$ cat config.mk
export PLATFORM = sky130hd
export DESIGN_NAME = epso_top
export DESIGN_NICKNAME = d
export VERILOG_FILES = /design/src/logic/epso_edge.v /design/src/logic/epso_top.v
export VERILOG_INCLUDE_DIRS = /design/src /design/src/logic
export SDC_FILE = /design/constraint.sdc
export NUM_CORES = 1
export LEC_CHECK = 0
export BUFFER_PORTS_ARGS = -buffer_cell sky130_fd_sc_hd__buf_2
export CAP_MARGIN = 20
export CORE_MARGIN = 2
export CORE_UTILIZATION = 55
export DETAILED_ROUTE_END_ITERATION = 12
export PLACE_DENSITY_LB_ADDON = 0.3
export SETUP_SLACK_MARGIN = 0.3
export SLEW_MARGIN = 20
export SYNTH_ARGS = -nofsm -noshare
export SYNTH_HDL_FRONTEND = slang
export SYNTH_HIERARCHICAL = 1
export SYNTH_SLANG_ARGS = --single-unit
$ cat constraint.sdc
create_clock -name clk -period 5 [get_ports clk]
set_input_delay 0.5 -clock clk [delete_from_list [all_inputs] [get_ports clk]]
set_output_delay 0.5 -clock clk [all_outputs]
set_load 0.01 [all_outputs]
$ cat src/logic/epso_map.vh
`ifndef EPSO_MAP_VH
`define EPSO_MAP_VH

// -----------------------------------------------------------------------------
// Timing, all figures in nanoseconds
// -----------------------------------------------------------------------------
`define EPSO_CLK_PERIOD_NS   10
`define EPSO_MEAS_MIN_NS     90000
`define EPSO_MEAS_MAX_NS     95000
`define EPSO_MTO_MIN_NS      135000
`define EPSO_MTO_MAX_NS      145000
`define EPSO_SPI_IDLE_NS     10000
`define EPSO_BISS_TO_MIN_NS  15000
`define EPSO_BISS_TO_MAX_NS  20000

// -----------------------------------------------------------------------------
// Angle word
// -----------------------------------------------------------------------------
`define EPSO_ANGLE_BITS      22
`define EPSO_ANGLE_ONES      22'h3fffff

// -----------------------------------------------------------------------------
// Byte-framed serial word
// -----------------------------------------------------------------------------
`define EPSO_SPI_BITS        48
`define EPSO_SPI_PAD_BITS    15
`define EPSO_SPI_BODY_BITS   26
`define EPSO_CRC7_POLY       7'h5b
`define EPSO_CRC7_INIT       7'h00

// -----------------------------------------------------------------------------
// Clocked-line single-cycle data
// -----------------------------------------------------------------------------
`define EPSO_BISS_ACK_CYC    6'h0c
`define EPSO_BISS_START_CYC  6'h0d
`define EPSO_BISS_CDS_CYC    6'h0e
`define EPSO_BISS_LAST_CYC   6'h2c
`define EPSO_BISS_SCD_BITS   30
`define EPSO_BISS_DATA_BITS  24
`define EPSO_CRC6_POLY       7'h43
`define EPSO_CRC6_INIT       6'h00

`endif

$ cat src/logic/epso_edge.v
`timescale 1ns/1ns
// Two-flop synchroniser for a pin, with a third stage for edge detection.
module epso_edge (
	input  wire clk,
	input  wire rst,
	input  wire pin,
	output wire level,
	output wire rise,
	output wire fall
);
	reg meta;
	reg stable;
	reg prev;

	always @(posedge clk or posedge rst) begin
		if (rst) begin
			meta   <= 1'b1;
			stable <= 1'b1;
			prev   <= 1'b1;
		end else begin
			meta   <= pin;
			stable <= meta;
			prev   <= stable;
		end
	end

	assign level = stable;
	assign rise  = stable & ~prev;
	assign fall  = ~stable & prev;
endmodule // epso_edge

$ cat src/logic/epso_top.v
`timescale 1ns/1ns
`include "epso_map.vh"

// Summary of operation
// - Measurement result ready 90 to 95 us.
// - Self-trigger after 135 to 145 us quiet.
// - Frame start triggers measurement when idle.
// - Frame during measurement does not restart it.
// - Frames carry latest completed measurement.
// - Clock idle 10 us resets SPI framing.
// - Master clocks, device answers; chain input zero.
// - BiSS returns previous frame's measurement.
// - Single-cycle data is 24 data plus CRC.
// - Twelve clock cycles before start bit.
// - Data: left-aligned angle, error, warning bits.
// - Error bit one when valid; warning always one.
// - Clock idles high; output changes on rise.
// - 48-bit frame: pad, flags, angle, stale, CRC.
// - CRC7 poly 0x5B, zero init, MSB first.
// - Synced flag marks frame trigger; stale once sent.
module epso_top #(
	parameter RES_BITS = 22,
	parameter MEAS_CYC = ((`EPSO_MEAS_MIN_NS + `EPSO_MEAS_MAX_NS) / 2) / `EPSO_CLK_PERIOD_NS,
	parameter MTO_CYC  = ((`EPSO_MTO_MIN_NS + `EPSO_MTO_MAX_NS) / 2) / `EPSO_CLK_PERIOD_NS
) (
	input  wire        clk,
	input  wire        rst,
	input  wire        biss_mode,
	input  wire        serial_clock,
	input  wire        chain_input,
	input  wire [21:0] angle_value,
	input  wire        angle_ok,
	input  wire        zero_point_factory_flag,
	output reg         data_out,
	output wire        meas_start,
	output reg         meas_busy,
	output reg         frame_active
);
	// -------------------------------------------------------------------------
	// Constants
	// -------------------------------------------------------------------------
	localparam integer SPI_IDLE_NUM = `EPSO_SPI_IDLE_NS / `EPSO_CLK_PERIOD_NS;
	localparam integer BISS_TO_NUM  = ((`EPSO_BISS_TO_MIN_NS + `EPSO_BISS_TO_MAX_NS) / 2) / `EPSO_CLK_PERIOD_NS;
	localparam [10:0]  SPI_IDLE_CYC = SPI_IDLE_NUM[10:0];
	localparam [10:0]  BISS_TO_CYC  = BISS_TO_NUM[10:0];
	localparam [21:0] RES_MASK     = `EPSO_ANGLE_ONES >> (`EPSO_ANGLE_BITS - RES_BITS);
	localparam        BISS_SHIFT   = `EPSO_ANGLE_BITS - RES_BITS;

	function [6:0] crc7;
		input [25:0] body;
		integer i;
		reg fb;
		begin
			crc7 = `EPSO_CRC7_INIT;
			for (i = 25; i >= 0; i = i - 1) begin
				fb   = body[i] ^ crc7[6];
				crc7 = {crc7[5:0], 1'b0} ^ (fb ? `EPSO_CRC7_POLY : 7'h00);
			end
		end
	endfunction

	function [5:0] crc6;
		input [23:0] body;
		integer i;
		reg fb;
		reg [6:0] poly;
		begin
			poly = `EPSO_CRC6_POLY;
			crc6 = `EPSO_CRC6_INIT;
			for (i = 23; i >= 0; i = i - 1) begin
				fb   = body[i] ^ crc6[5];
				crc6 = {crc6[4:0], 1'b0} ^ (fb ? poly[5:0] : 6'h00);
			end
		end
	endfunction

	// -------------------------------------------------------------------------
	// Pin synchronisers
	// -------------------------------------------------------------------------
	wire clk_rise;
	wire clk_fall;
	wire chain_sync;

	epso_edge u_clk_sync (
		.clk   (clk),
		.rst   (rst),
		.pin   (serial_clock),
		.level (),
		.rise  (clk_rise),
		.fall  (clk_fall)
	);

	// Only its level is used; the edge outputs are left open.
	epso_edge u_chain_sync (
		.clk   (clk),
		.rst   (rst),
		.pin   (chain_input),
		.level (chain_sync),
		.rise  (),
		.fall  ()
	);

	// -------------------------------------------------------------------------
	// Measurement scheduler
	// -------------------------------------------------------------------------
	reg  [31:0] meas_cnt;
	reg  [31:0] mto_cnt;
	reg  [21:0] res_angle;
	reg         res_valid;
	reg         res_synced;
	reg         res_zero_point;
	reg         res_stale;
	reg         pend_synced;
	wire        frame_start = clk_fall & ~frame_active;
	wire        host_trig   = frame_start & ~meas_busy;
	wire        mto_trig    = (mto_cnt >= MTO_CYC - 1) & ~meas_busy & ~host_trig;
	wire        meas_done   = meas_busy & (meas_cnt == MEAS_CYC - 1);

	assign meas_start = host_trig | mto_trig;

	always @(posedge clk or posedge rst) begin
		if (rst) begin
			meas_busy   <= 1'b0;
			meas_cnt    <= 32'h0;
			mto_cnt     <= 32'h0;
			pend_synced <= 1'b0;
			res_angle   <= 22'h0;
			res_valid   <= 1'b0;
			res_synced  <= 1'b0;
			res_zero_point <= 1'b0;
			res_stale   <= 1'b0;
		end else begin
			if (meas_start) begin
				meas_busy   <= 1'b1;
				meas_cnt    <= 32'h0;
				mto_cnt     <= 32'h0;
				pend_synced <= host_trig;
			end else begin
				if (meas_busy) begin
					meas_cnt <= meas_cnt + 32'h1;
				end
				if (mto_cnt < MTO_CYC - 1) begin
					mto_cnt <= mto_cnt + 32'h1;
				end
			end
			if (meas_done) begin
				meas_busy  <= 1'b0;
				res_angle  <= angle_value & RES_MASK;
				res_valid  <= angle_ok;
				res_zero_point <= zero_point_factory_flag;
				res_synced <= pend_synced;
			end
			// A fresh result outranks a frame marking the old one as sent.
			if (meas_done) begin
				res_stale <= 1'b0;
			end else if (frame_start) begin
				res_stale <= 1'b1;
			end
		end
	end

	// -------------------------------------------------------------------------
	// Frame words, built from the latest completed result
	// -------------------------------------------------------------------------
	wire [25:0] spi_body   = {res_zero_point, res_valid, res_synced, res_angle, res_stale};
	wire [47:0] spi_word   = {{`EPSO_SPI_PAD_BITS{1'b0}}, spi_body, crc7(spi_body)};
	wire [21:0] biss_angle = res_angle << BISS_SHIFT;
	wire [23:0] biss_data  = {biss_angle, res_valid, 1'b1};
	wire [29:0] biss_word  = {biss_data, ~crc6(biss_data)};

	// -------------------------------------------------------------------------
	// Serial slave
	// -------------------------------------------------------------------------
	reg  [47:0] shifter;
	reg  [5:0]  rise_cnt;
	reg  [10:0] idle_cnt;
	wire [5:0]  next_rise_cnt = (rise_cnt == `EPSO_BISS_LAST_CYC) ? rise_cnt : rise_cnt + 6'h1;
	wire [10:0] idle_limit    = biss_mode ? BISS_TO_CYC : SPI_IDLE_CYC;
	wire        idle_level    = biss_mode;

	always @(posedge clk or posedge rst) begin
		if (rst) begin
			frame_active <= 1'b0;
			shifter      <= 48'h0;
			rise_cnt     <= 6'h0;
			idle_cnt     <= 11'h0;
			data_out     <= 1'b0;
		end else begin
			if (clk_rise | clk_fall) begin
				idle_cnt <= 11'h0;
			end else if (idle_cnt < idle_limit) begin
				idle_cnt <= idle_cnt + 11'h1;
			end
			if (frame_start) begin
				// The first bit of either frame is a constant, already on the line.
				frame_active <= 1'b1;
				rise_cnt     <= 6'h0;
				if (biss_mode) begin
					shifter <= {biss_word, 18'h0};
				end else begin
					shifter <= {spi_word[46:0], 1'b0};
				end
			end else if (frame_active & clk_rise) begin
				rise_cnt <= next_rise_cnt;
				if (!biss_mode) begin
					data_out <= shifter[47];
					shifter  <= {shifter[46:0], 1'b0};
				end else if (next_rise_cnt <= `EPSO_BISS_ACK_CYC) begin
					data_out <= 1'b0;
				end else if (next_rise_cnt == `EPSO_BISS_START_CYC) begin
					data_out <= 1'b1;
				end else if (next_rise_cnt == `EPSO_BISS_CDS_CYC) begin
					data_out <= 1'b0;
				end else if (rise_cnt < `EPSO_BISS_LAST_CYC) begin
					data_out <= shifter[47];
					shifter  <= {shifter[46:0], 1'b0};
				end else begin
					// Timeout low; the chain input is held at zero outside.
					data_out <= chain_sync;
				end
			end else if (frame_active & (idle_cnt >= idle_limit)) begin
				frame_active <= 1'b0;
				data_out     <= idle_level;
			end else if (!frame_active) begin
				data_out <= idle_level;
			end
		end
	end
endmodule // epso_top

Yosys cells after proc, flatten, opt, wreduce, memory -nomap -nowiden
Index checks and enable logic that the tools add are counted.

storage, ports and cells
  memory bits (writable) = 0
  logic and storage cells = 245
  bits in latches = 0
  ROM bits = 0
  register bits = 164
  output and inout port bits = 4
  memories = 0

cells by class
  shift operators = 0
  $add $sub $neg = 4
  mux-type cells = 83
  multiply operators = 0
  order comparisons = 6
  equal/unequal tests = 10
  bitwise operators = 113
  reduce and logical (&&, ||, !) cells = 10
  div/mod/pow operators = 0

operator list
  operator                 count
  $mux W48                 8
  $mux W7                  26
  $xor A7 B7 Y7            25
  $mux W32                 4
  $xor A6 B2 Y6            20
  $add A32 B1 Y32 const B  2
  $mux W2                  24
  $xor A1 B1 Y1            43
  $mux W11                 3
  $eq A32 B14 Y1 const B   1
  $ge A32 B14 Y1 const B   1
  $lt A32 B14 Y1 const B   1
  $mux W6                  3
  $mux W1                  15
  $reduce_bool A2 Y1       7
  $eq A6 B4 Y1 const B     2
  $add A11 B1 Y11 const B  1
  $ge A11 B11 Y1           1
  $lt A11 B11 Y1           1
  $and A1 B1 Y1            9
  $ne A3 B3 Y1 const B     3
  $add A6 B1 Y6 const B    1
  $eq A6 B6 Y1 const B     1
  $le A6 B4 Y1 const B     1
  12 further kinds         23

Depth between registers and ports, before layout
Gate-level depths: netlist of the first run.

  word-level depth = 78
  gate-level depth with buffers = 12

Cells and area by module
The synthesis of the first run kept the hierarchy.

modules (own cells, without submodules)
  module     area an instance (µm²)  cells an instance  sequential area each (µm²)  times used
  epso_top   8,167.8                 837                3,953.8                     1
  epso_edge  97.6                    6                  78.8                        2

Worst setup path before layout of the first run
OpenSTA, ideal clock, no wires.

  path kind = input port to flip-flop
  start point = in biss_mode
  end point = reg idle_cnt[7]
  arrival = 2,641 ps
  path buffers = 3
  setup slack = 2,227 ps
  required time = 4,868 ps
  cell stages on the path = 12
  library setup time = 132 ps
  cells stage by stage = clkbuf_1 -> clkinv_1 -> clkbuf_1 -> ha_1 -> nor2b_1 -> o21bai_1 -> a21boi_0 -> o22ai_1 -> clkbuf_1 -> nand4_1 -> xor2_1 -> nor2_1

between the ends
  word-level cells in the longest chain between the ends = 3

ends and longest elaborated chain
  what                          RTL line        RTL
  start, declared               epso_top.v:28   input wire biss_mode,
  $mux W11                      epso_top.v:178  wire [10:0] idle_limit = biss_mode ? BISS_TO_CYC : SPI_IDLE_CYC;
  $lt A11 B11 Y1                epso_top.v:191  end else if (idle_cnt < idle_limit) begin
  $reduce_bool A2 Y1 (no line)  -
  end signal, assigned          epso_top.v:192  idle_cnt <= idle_cnt + 11'h1;
  end, declared                 epso_top.v:176  reg [10:0] idle_cnt;

Every way passes these cells.
A chain may end at the register's enable or synchronous reset.

Worst setup path in the final report of the first run
  start point = reg mto_cnt[0]
  end point = out meas_start

between the ends
  word-level cells in the longest chain between the ends = 4

ends and longest elaborated chain
  what                        RTL line        RTL
  start, declared             epso_top.v:107  reg [31:0] mto_cnt;
  start signal, assigned      epso_top.v:143  mto_cnt <= mto_cnt + 32'h1;
  $ge A32 B14 Y1              epso_top.v:116  wire mto_trig = (mto_cnt >= MTO_CYC - 1) & ~meas_busy & ~host_trig;
  $and A1 B1 Y1 (2 in a row)  epso_top.v:116
  $or A1 B1 Y1                epso_top.v:119  assign meas_start = host_trig | mto_trig;
  end, declared               epso_top.v:35   output wire meas_start,

Every way passes these cells.

==> results of run 1 <==
==> worst reg2reg max path, delay by kind of cell (launching register included) <==
kind,cells,cell delay (ns)
mux,1,0.21
simple gates,1,0.38
fa+ha+maj,1,0.29
compound gates,5,1.06
buf+inv,2,0.74
flops,1,0.42
==> cell usage in the layout (no fill, tap or decap), drive strengths merged, types with 5 or more instances in the layout <==
cell type / count
a21oi: 99
a22oi: 10
and2: 24
and3: 9
buf: 41
clkbuf: 20
clkinv: 7
dfrtp: 158
dfstp: 5
ha: 14
inv: 14
mux2: 29
mux2i: 17
nand2: 87
nand3: 42
nand4: 12
nor2: 54
nor3: 9
nor4: 10
o211ai: 5
o21ai: 34
o22ai: 10
xnor2: 62
xor2: 34
==> layout make-up <==
cell class	instances	area share (%)
Tap cell	184	2.49
Antenna cell	1	0.0270
Multi-Input combinational cell	616	43.1
Timing Repair Buffer	41	2.68
Clock inverter	12	1.89
Inverter	14	0.608
Clock buffer	20	5.04
Sequential cell	163	44.1
==> per-layer routing <==
metal / vias up / wire (µm) / GRT usage, % / share of wire [%]
met5: - / 0 / 0 / 0
met4: 0 / 645 / 11.4 / 3.6
met3: 48 / 636 / 5.19 / 3.6
met2: 135 / 8660 / 38.1 / 49
met1: 3059 / 7860 / 30.5 / 44
li1: 2949 / - / - / -
==> registers in the layout (all words and copies together), names as in the netlist, 6 cells and up <==
name	count
shifter	47
meas_cnt	32
mto_cnt	32
biss_angle	22
idle_cnt	11
rise_cnt	6
==> power breakdown <==
group / internal, mW / total (mW) / leakage, nW / switching (mW)
clock network: 0.877 / 1.40 / 0.321 / 0.526
logic: 0.0681 / 0.195 / 1.70 / 0.127
registers: 1.34 / 1.38 / 2.23 / 0.0323
==> how the worst min path moves through the flow <==
stage / endpoint / slack, ns / startpoint
finish: u_chain_sync/meta$_DFF_PP1_ / 0.13 / rst
global route: u_chain_sync/meta$_DFF_PP1_ / 0.13 / rst
floorplan: u_chain_sync/level$_DFF_PP1_ / 0.35 / u_chain_sync/meta$_DFF_PP1_
global placement: u_clk_sync/level$_DFF_PP1_ / 0.35 / u_clk_sync/meta$_DFF_PP1_
CTS: u_chain_sync/meta$_DFF_PP1_ / 0.12 / rst
detailed placement: u_chain_sync/level$_DFF_PP1_ / 0.35 / u_chain_sync/meta$_DFF_PP1_
==> stage by stage <==
| step | setup slack, ns | total power, mW |
|---|---|---|
| global placement | 1.57 | 1.58 |
| detailed placement | 1.36 | 1.59 |
| CTS | 1.25 | 3.00 |
| finish | 1.28 | 2.97 |
| floorplan | 2.23 | 1.53 |
| global route | 0.991 | 3.08 |
==> results.tsv, run 1 <==
metric	value	unit
clock sinks	163	
post-route ant nets	0	
crit path to	meas_start	
DIE AREA	16100	µm²
CTS tree	built	
Data required, critical path	4.50	ns
Final Slew Violations	0	
slowest CP cell	inv_1	
Worst path max stage delay	0.43	ns
register area	4090	µm²
Initial Util	56.8	%
Worst-Skew Late Latency	0.43	ns
Port Buffers	32	
crit end category	primary output	
WHS	0.127	ns
Peak VDD IR	0.237	mV
die height	127	µm
vias	6191	
reg-to-reg critical path startpoint	mto_cnt[0]$_DFFE_PP0P_	
Inst Count DP	1017	
maximum root-to-sink buffer count	2	
Pwr Density	321	nW/µm²
final hold violation count	0	
# setup viols final	0	
GRT Total Usage	23.6	%
Clock Tree Root	clkbuf_16	
cell area after placement	8600	µm²
final period utilization	74.3	%
DRC	0	
row count	44	
Final HPWL DP	11600	µm
area of the multi-input gates	3990	µm²
Post-CTS Setup Inserts	0	
# hold bufs at CTS	0	
delay-heaviest family, CP	compound AO/OA/AOI/OAI gates	
initial antenna violation count	1	
min Tclk post-route	3.72	ns
die extent in x	127	µm
average cell area after synthesis	9.84	µm²
fraction of layout cells with a size suffix above 1	14.1	%
final instance area	9260	µm²
crit-path max FO	38	
H-Tree Depth	4	
Max Freq	0.269	GHz
routed wire length	17800	µm
leakage power	4.25	nW
Synth Warn #	6	
Hold Crit Class	primary input to async pin	
critical path type	register to primary output	
fin cells	1051	
actual slew at the worst max-slew pin	0.938	ns
Cells after Synth	846	
routability cong.	0.936	
clock-pin slew on the worst setup and hold paths	0.06	ns
Worst EP arrival	3.22	ns
max-cap violation count	0	
vias in the first global route	6238	
slew margin rel.	37.5	%
CP Cell Sequence	ha_1, a311oi_1, o21bai_1, a31oi_1, o21ba_2, a21o_1, buf_4, inv_1, buf_2	
vias per inst	5.89	
Worst setup SP type	register	
final core occ	63.2	%
IO Count	33	
Syn Nets	889	
R2R Setup Slk	1.84	ns
Overflow after GRT	0	
CTS resizes	0	
FF-to-FF End	meas_cnt[0]$_DFFE_PP0P_	
Mapped Area	8320	µm²
wire per inst	16.9	µm
initial DRC count	507	
Fillers	1171	
worst path buffer plus inverter count	3	
worst r2r path cells	10	
setup_tns	0	ns
critical path depth	9	
first-pass detailed-route iteration total	5	
status	finished, final reports clean	
total core area	14600	µm²
RSZ-0062 raised after global routing	false	
pin count of the biggest net entering global routing	159	
worst clock skew	0.00747	ns
Worst Setup SP	mto_cnt[0]$_DFFE_PP0P_	
first-pass GRT wire length	30500	µm
nets	896	
Num CTS Buffers	17	
area grow syn2layout	11.2	%
Note: power is estimated with default switching activity, not from simulation.
==> run 2: changes to the inputs <==
==> constraint.sdc (replaced) <==
create_clock -name clk -period 3.7 [get_ports clk]
set_input_delay 0.37 -clock clk [delete_from_list [all_inputs] [get_ports clk]]
set_output_delay 0.37 -clock clk [all_outputs]
set_load 0.01 [all_outputs]
==> results.tsv, run 2 (synthesis results as in run 1) <==
metric	value	unit	change
final instance area	9270	µm²	about the same
leakage power	4.24	nW	-0.15%
Antenna Cells	0		-1
GRT Total Usage	24.1	%	+0.46 points
first-pass detailed-route iteration total	5		unchanged
first-pass GRT wire length	31000	µm	+1.8%
Data required, critical path	3.33	ns	-1.17 ns
Worst Setup SP	mto_cnt[0]$_DFFE_PP0P_		
worst clock skew	0.00885	ns	+0.00137 ns
final core occ	63.3	%	about the same
critical path type	register to primary output		
top flop regs	shifter x47, meas_cnt x32, mto_cnt x32		
area grow syn2layout	11.3	%	about the same
Worst setup SP type	register		
Peak VDD IR	0.429	mV	+81%
FF-to-FF End	shifter[4]$_DFFE_PP0P_		
most frequent cells in the layout	158 x dfrtp_1, 99 x a21oi_1, 87 x nand2_1		
initial DRC count	488		-3.7%
Final Slew Violations	0		unchanged
Final HPWL DP	12100	µm	+4.2%
DIE AREA	16100	µm²	unchanged
DRC	0		unchanged
total core area	14600	µm²	unchanged
actual slew at the worst max-slew pin	0.646	ns	-0.292 ns
status	finished, final reports clean		
reg-to-reg critical path startpoint	rise_cnt[0]$_DFFE_PP0P_		
final period utilization	80.9	%	
IO Count	33		unchanged
Pwr Density	421	nW/µm²	+31%
row count	44		unchanged
nets	903		+0.78%
clock sinks	163		unchanged
final hold violation count	0		unchanged
fraction of layout cells with a size suffix above 1	14.3	%	+0.17 points
vias in the first global route	6228		-0.16%
RSZ-0062 raised after global routing	false		
die height	127	µm	unchanged
H-Tree Depth	4		unchanged
vias	6198		+0.11%
Most flops, register	shifter		
Worst-Skew Late Latency	0.43	ns	about the same
maximum root-to-sink buffer count	2		unchanged
routed wire length	18200	µm	+2.4%
Overflow after GRT	0		unchanged
pin count of the biggest net entering global routing	64		-60%
min Tclk post-route	2.99	ns	
most common cell after layout, fill and taps aside	dfrtp_1		
crit-path max FO	13		-66%
Max Freq	0.334	GHz	
CTS tree	built		
Hold Crit Class	primary input to register		
wire per inst	17.3	µm	+2.1%
slew margin rel.	56.8	%	+19 points
Initial Util	56.8	%	unchanged
clock-pin slew on the worst setup and hold paths	0.06	ns	about the same
cell area after placement	8640	µm²	+0.52%
R2R Setup Slk	1.11	ns	-0.73 ns
Pwr Total	3.90	mW	+31%
CTS resizes	0		unchanged
max-cap violation count	0		unchanged
vias per inst	5.88		-0.17%
Num CTS Buffers	17		unchanged
Port Buffers	32		unchanged
Worst EP arrival	2.62	ns	-0.60 ns
# setup viols final	0		unchanged
worst r2r path cells	9		-1
crit end category	primary output		
post-route ant nets	0		unchanged
initial antenna violation count	0		-1
setup_tns	0	ns	unchanged
Clock Tree Root	clkbuf_16		
WHS	0.0407	ns	-0.0862 ns
routability cong.	0.934		-0.17%
die extent in x	127	µm	unchanged
Hold Path Depth	1		
Largest register FFs	47		unchanged
crit path to	meas_start		
-- run 2: repair_timing --
item                                   CTS  global route
setup buffers                            0             0
hold buffers                             1             0
endpoints found under the hold margin    2             0
-- run 2: layout make-up --
type / count / area [µm²]
fill: 1162 / 5380
sequential: 163 / 4090
multi-input combinational: 616 / 3990
clock buffer: 18 / 429
timing repair buffer: 48 / 315
tap: 184 / 230
clock inverter: 11 / 156
inverter: 14 / 56.3
-- run 2: worst min-delay path by stage --
stage,from,end,slack [ns]
after floorplan,rst,u_chain_sync/level$_DFF_PP1_,0.28
after global placement,u_clk_sync/meta$_DFF_PP1_,u_clk_sync/level$_DFF_PP1_,0.35
after detailed placement,u_clk_sync/meta$_DFF_PP1_,u_clk_sync/level$_DFF_PP1_,0.35
after CTS,chain_input,u_chain_sync/meta$_DFF_PP1_,0.03
after global routing,chain_input,u_chain_sync/meta$_DFF_PP1_,0.02
final,chain_input,u_chain_sync/meta$_DFF_PP1_,0.04
-- run 2: per-layer routing --
layer  track usage (%)  wire length, µm  up-vias
met3              5.40              714       32
met5                 0                0        -
li1                  -                -     2981
met4              8.60              378        0
met2              39.0             8900      150
met1              32.2             8230     3035
-- run 2: power by group --
part	internal, mW	switching, mW	leakage (nW)	total, mW
Sequential	1.82	0.0431	2.23	1.86
Clock	1.06	0.713	0.275	1.77
Combinational	0.0977	0.172	1.74	0.270
Total	2.97	0.929	4.24	3.90
-- run 2: through the flow --
stage                     worst slack (ns)  std cells
final                                0.706       1054
after global routing                 0.529       1054
after CTS                            0.692       1053
after detailed placement              1.12       1023
after global placement                1.18       1023
after floorplan                       1.06        846
-- run 2: worst max-delay path, cell delays in order (launching register included) --
cell and delay, ns:
dfrtp_1 0.42, ha_1 0.28, a311oi_1 0.29, o21bai_1 0.11, a31oi_1 0.23, o21ba_2 0.25, a21o_1 0.16, inv_1 0.22
buf_2 0.23
==> run 3: changes to the inputs <==
==> constraint.sdc (replaced) <==
create_clock -name clk -period 3.1 [get_ports clk]
set_input_delay 0.31 -clock clk [delete_from_list [all_inputs] [get_ports clk]]
set_output_delay 0.31 -clock clk [all_outputs]
set_load 0.01 [all_outputs]
==> results.tsv, run 3 (synthesis results as in run 1) <==
metric	value	unit	change
status	finished, final reports clean		
most common cell after layout, fill and taps aside	dfrtp_1		
pin count of the biggest net entering global routing	49		-23%
worst path buffer plus inverter count	2		unchanged
min Tclk post-route	2.68	ns	
Largest register FFs	47		unchanged
IO Count	33		unchanged
Worst EP arrival	2.37	ns	-0.25 ns
R2R Setup Slk	0.48	ns	-0.63 ns
Worst setup SP type	register		
FF-to-FF End	shifter[6]$_DFFE_PP0P_		
Hold Crit Class	primary input to register		
DRC	0		unchanged
die height	127	µm	unchanged
initial antenna violation count	0		unchanged
fraction of layout cells with a size suffix above 1	14.9	%	+0.60 points
maximum root-to-sink buffer count	2		unchanged
worst r2r path cells	10		+1
Worst-Skew Late Latency	0.43	ns	about the same
Peak VDD IR	0.410	mV	-4.6%
slowest CP cell	dfrtp_1		
actual slew at the worst max-slew pin	0.873	ns	+0.227 ns
Fillers	1162		unchanged
routability cong.	0.882		-5.6%
Worst path max stage delay	0.41	ns	about the same
DIE AREA	16100	µm²	unchanged
setup_tns	0	ns	unchanged
max-cap violation count	0		unchanged
initial DRC count	469		-3.9%
clock-pin slew on the worst setup and hold paths	0.07	ns	about the same
row count	44		unchanged
hold path endpoint	res_valid$_DFFE_PP0P_		
Most flops, register	shifter		
final core occ	64.0	%	+0.77 points
Pwr Density	509	nW/µm²	+21%
delay-heaviest family, CP	compound AO/OA/AOI/OAI gates		
# setup viols final	0		unchanged
Worst Hold Launch	angle_ok		
Hold Path Depth	2		+1
crit end category	primary output		
nets	905		+0.22%
routed wire length	18200	µm	-0.42%
worst clock skew	0.00860	ns	-0.000247 ns
clock sinks	163		unchanged
vias per inst	5.91		+0.54%
leakage power	4.28	nW	+0.85%
die extent in x	127	µm	unchanged
GRT Total Usage	23.8	%	-0.24 points
GRT busiest layer	met2		
M1 GR Usage	32.2	%	about the same
most frequent cells in the layout	158 x dfrtp_1, 99 x a21oi_1, 87 x nand2_1		
Num CTS Buffers	17		unchanged
CP Cell Sequence	ha_2, a311oi_1, o21bai_1, a31oi_2, o21ba_4, a21o_1, clkinvlp_4, buf_2		
Overflow after GRT	0		unchanged
top flop regs	shifter x47, meas_cnt x32, mto_cnt x32		
critical path type	register to primary output		
crit-path max FO	7		-6
RSZ-0062 raised after global routing	false		
Data required, critical path	2.79	ns	-0.54 ns
reg-to-reg critical path startpoint	rise_cnt[0]$_DFFE_PP0P_		
Port Buffers	32		unchanged
Final HPWL DP	12200	µm	+0.79%
final hold violation count	0		unchanged
Final Slew Violations	0		unchanged
area grow syn2layout	12.7	%	
CTS tree	built		
Initial Util	56.8	%	unchanged
Max Freq	0.374	GHz	
total core area	14600	µm²	unchanged
met3 Track Usage GR	5.19	%	-0.21 points
slew margin rel.	41.6	%	-15 points
wire per inst	17.1	µm	-0.98%
first-pass GRT wire length	30800	µm	-0.74%
vias in the first global route	6181		-0.75%
H-Tree Depth	4		unchanged
post-route ant nets	0		unchanged
M2 GR Usage	37.9	%	-1.1 points
final period utilization	86.4	%	
vias	6267		+1.1%
first-pass detailed-route iteration total	6		+1
Clock Tree Root	clkbuf_16		
==> run 3: cell count changes in the layout (fill, tap and decap cells not counted), moves of 2 or more <==
cell,change
buf_4,-3
clkbuf_8,+2
buf_12,+4
inv_8,+3
dlygate4sd3_1,+2
==> run 3: cell type report <==
class	count	area (µm²)	share of cell area, %
sequential	163	4090	43.6
multi-input combinational	616	4010	42.7
inverter	14	60.1	0.640
clock inverter	12	170	1.81
clock buffer	20	457	4.87
timing repair buffer	50	365	3.90
antenna	1	2.50	0.0267
tap	184	230	2.45
==> run 3: worst max-delay path by stage <==
stage / from / to / slack (ns) / depth (start not counted)
after global placement: rise_cnt[0]$_DFFE_PP0P_ / shifter[4]$_DFFE_PP0P_ / 0.70 / 10
after global routing: rise_cnt[0]$_DFFE_PP0P_ / shifter[6]$_DFFE_PP0P_ / 0.31 / 10
after floorplan: biss_mode / idle_cnt[7]$_DFFE_PP0P_ / 0.52 / 12
after detailed placement: rise_cnt[0]$_DFFE_PP0P_ / shifter[6]$_DFFE_PP0P_ / 0.56 / 10
after CTS: mto_cnt[0]$_DFFE_PP0P_ / meas_start / 0.32 / 8
final: mto_cnt[0]$_DFFE_PP0P_ / meas_start / 0.42 / 8
==> run 3: layer usage <==
metal,up-vias,routed length [µm]
li1,2983,-
met1,3106,8130
met2,146,8900
met3,32,772
met4,0,352
met5,-,0
==> run 3: worst reg2reg max path: cells and delay by family, from the launching register on <==
family	cells	cell delay, ns
adder cells (fa/ha/maj)	1	0.16
buffers and inverters	2	0.54
flip-flops	1	0.47
AO/OA/AOI/OAI	4	0.56
AND/OR/NAND/NOR	2	0.46
multiplexers	1	0.29
==> run 3: where the power goes <==
part / internal (mW) / switching, mW
registers: 2.17 / 0.0511
logic: 0.119 / 0.213
clock network: 1.33 / 0.892
==> run 3: timing repair <==
action	CTS	global route
setup buffers	1	0
hold endpoints to repair	7	0
pin swaps	0	1
hold buffers	3	0
gates resized for setup	1	3
endpoints found under the setup margin	1	1
==> run 3: through the flow <==
step / total power, mW / worst slack [ns] / area (µm²) / hold slack [ns] / instances
2_1_floorplan: 2.47 / 0.517 / 8330 / 0.222 / 846
3_3_place_gp: 2.56 / 0.701 / 8690 / 0.349 / 1023
3_5_place_dp: 2.58 / 0.563 / 8690 / 0.348 / 1023
4_1_cts: 4.81 / 0.317 / 9360 / 0.0853 / 1059
5_1_grt: 4.95 / 0.313 / 9380 / 0.0949 / 1059
6_report: 4.77 / 0.423 / 9380 / 0.105 / 1060
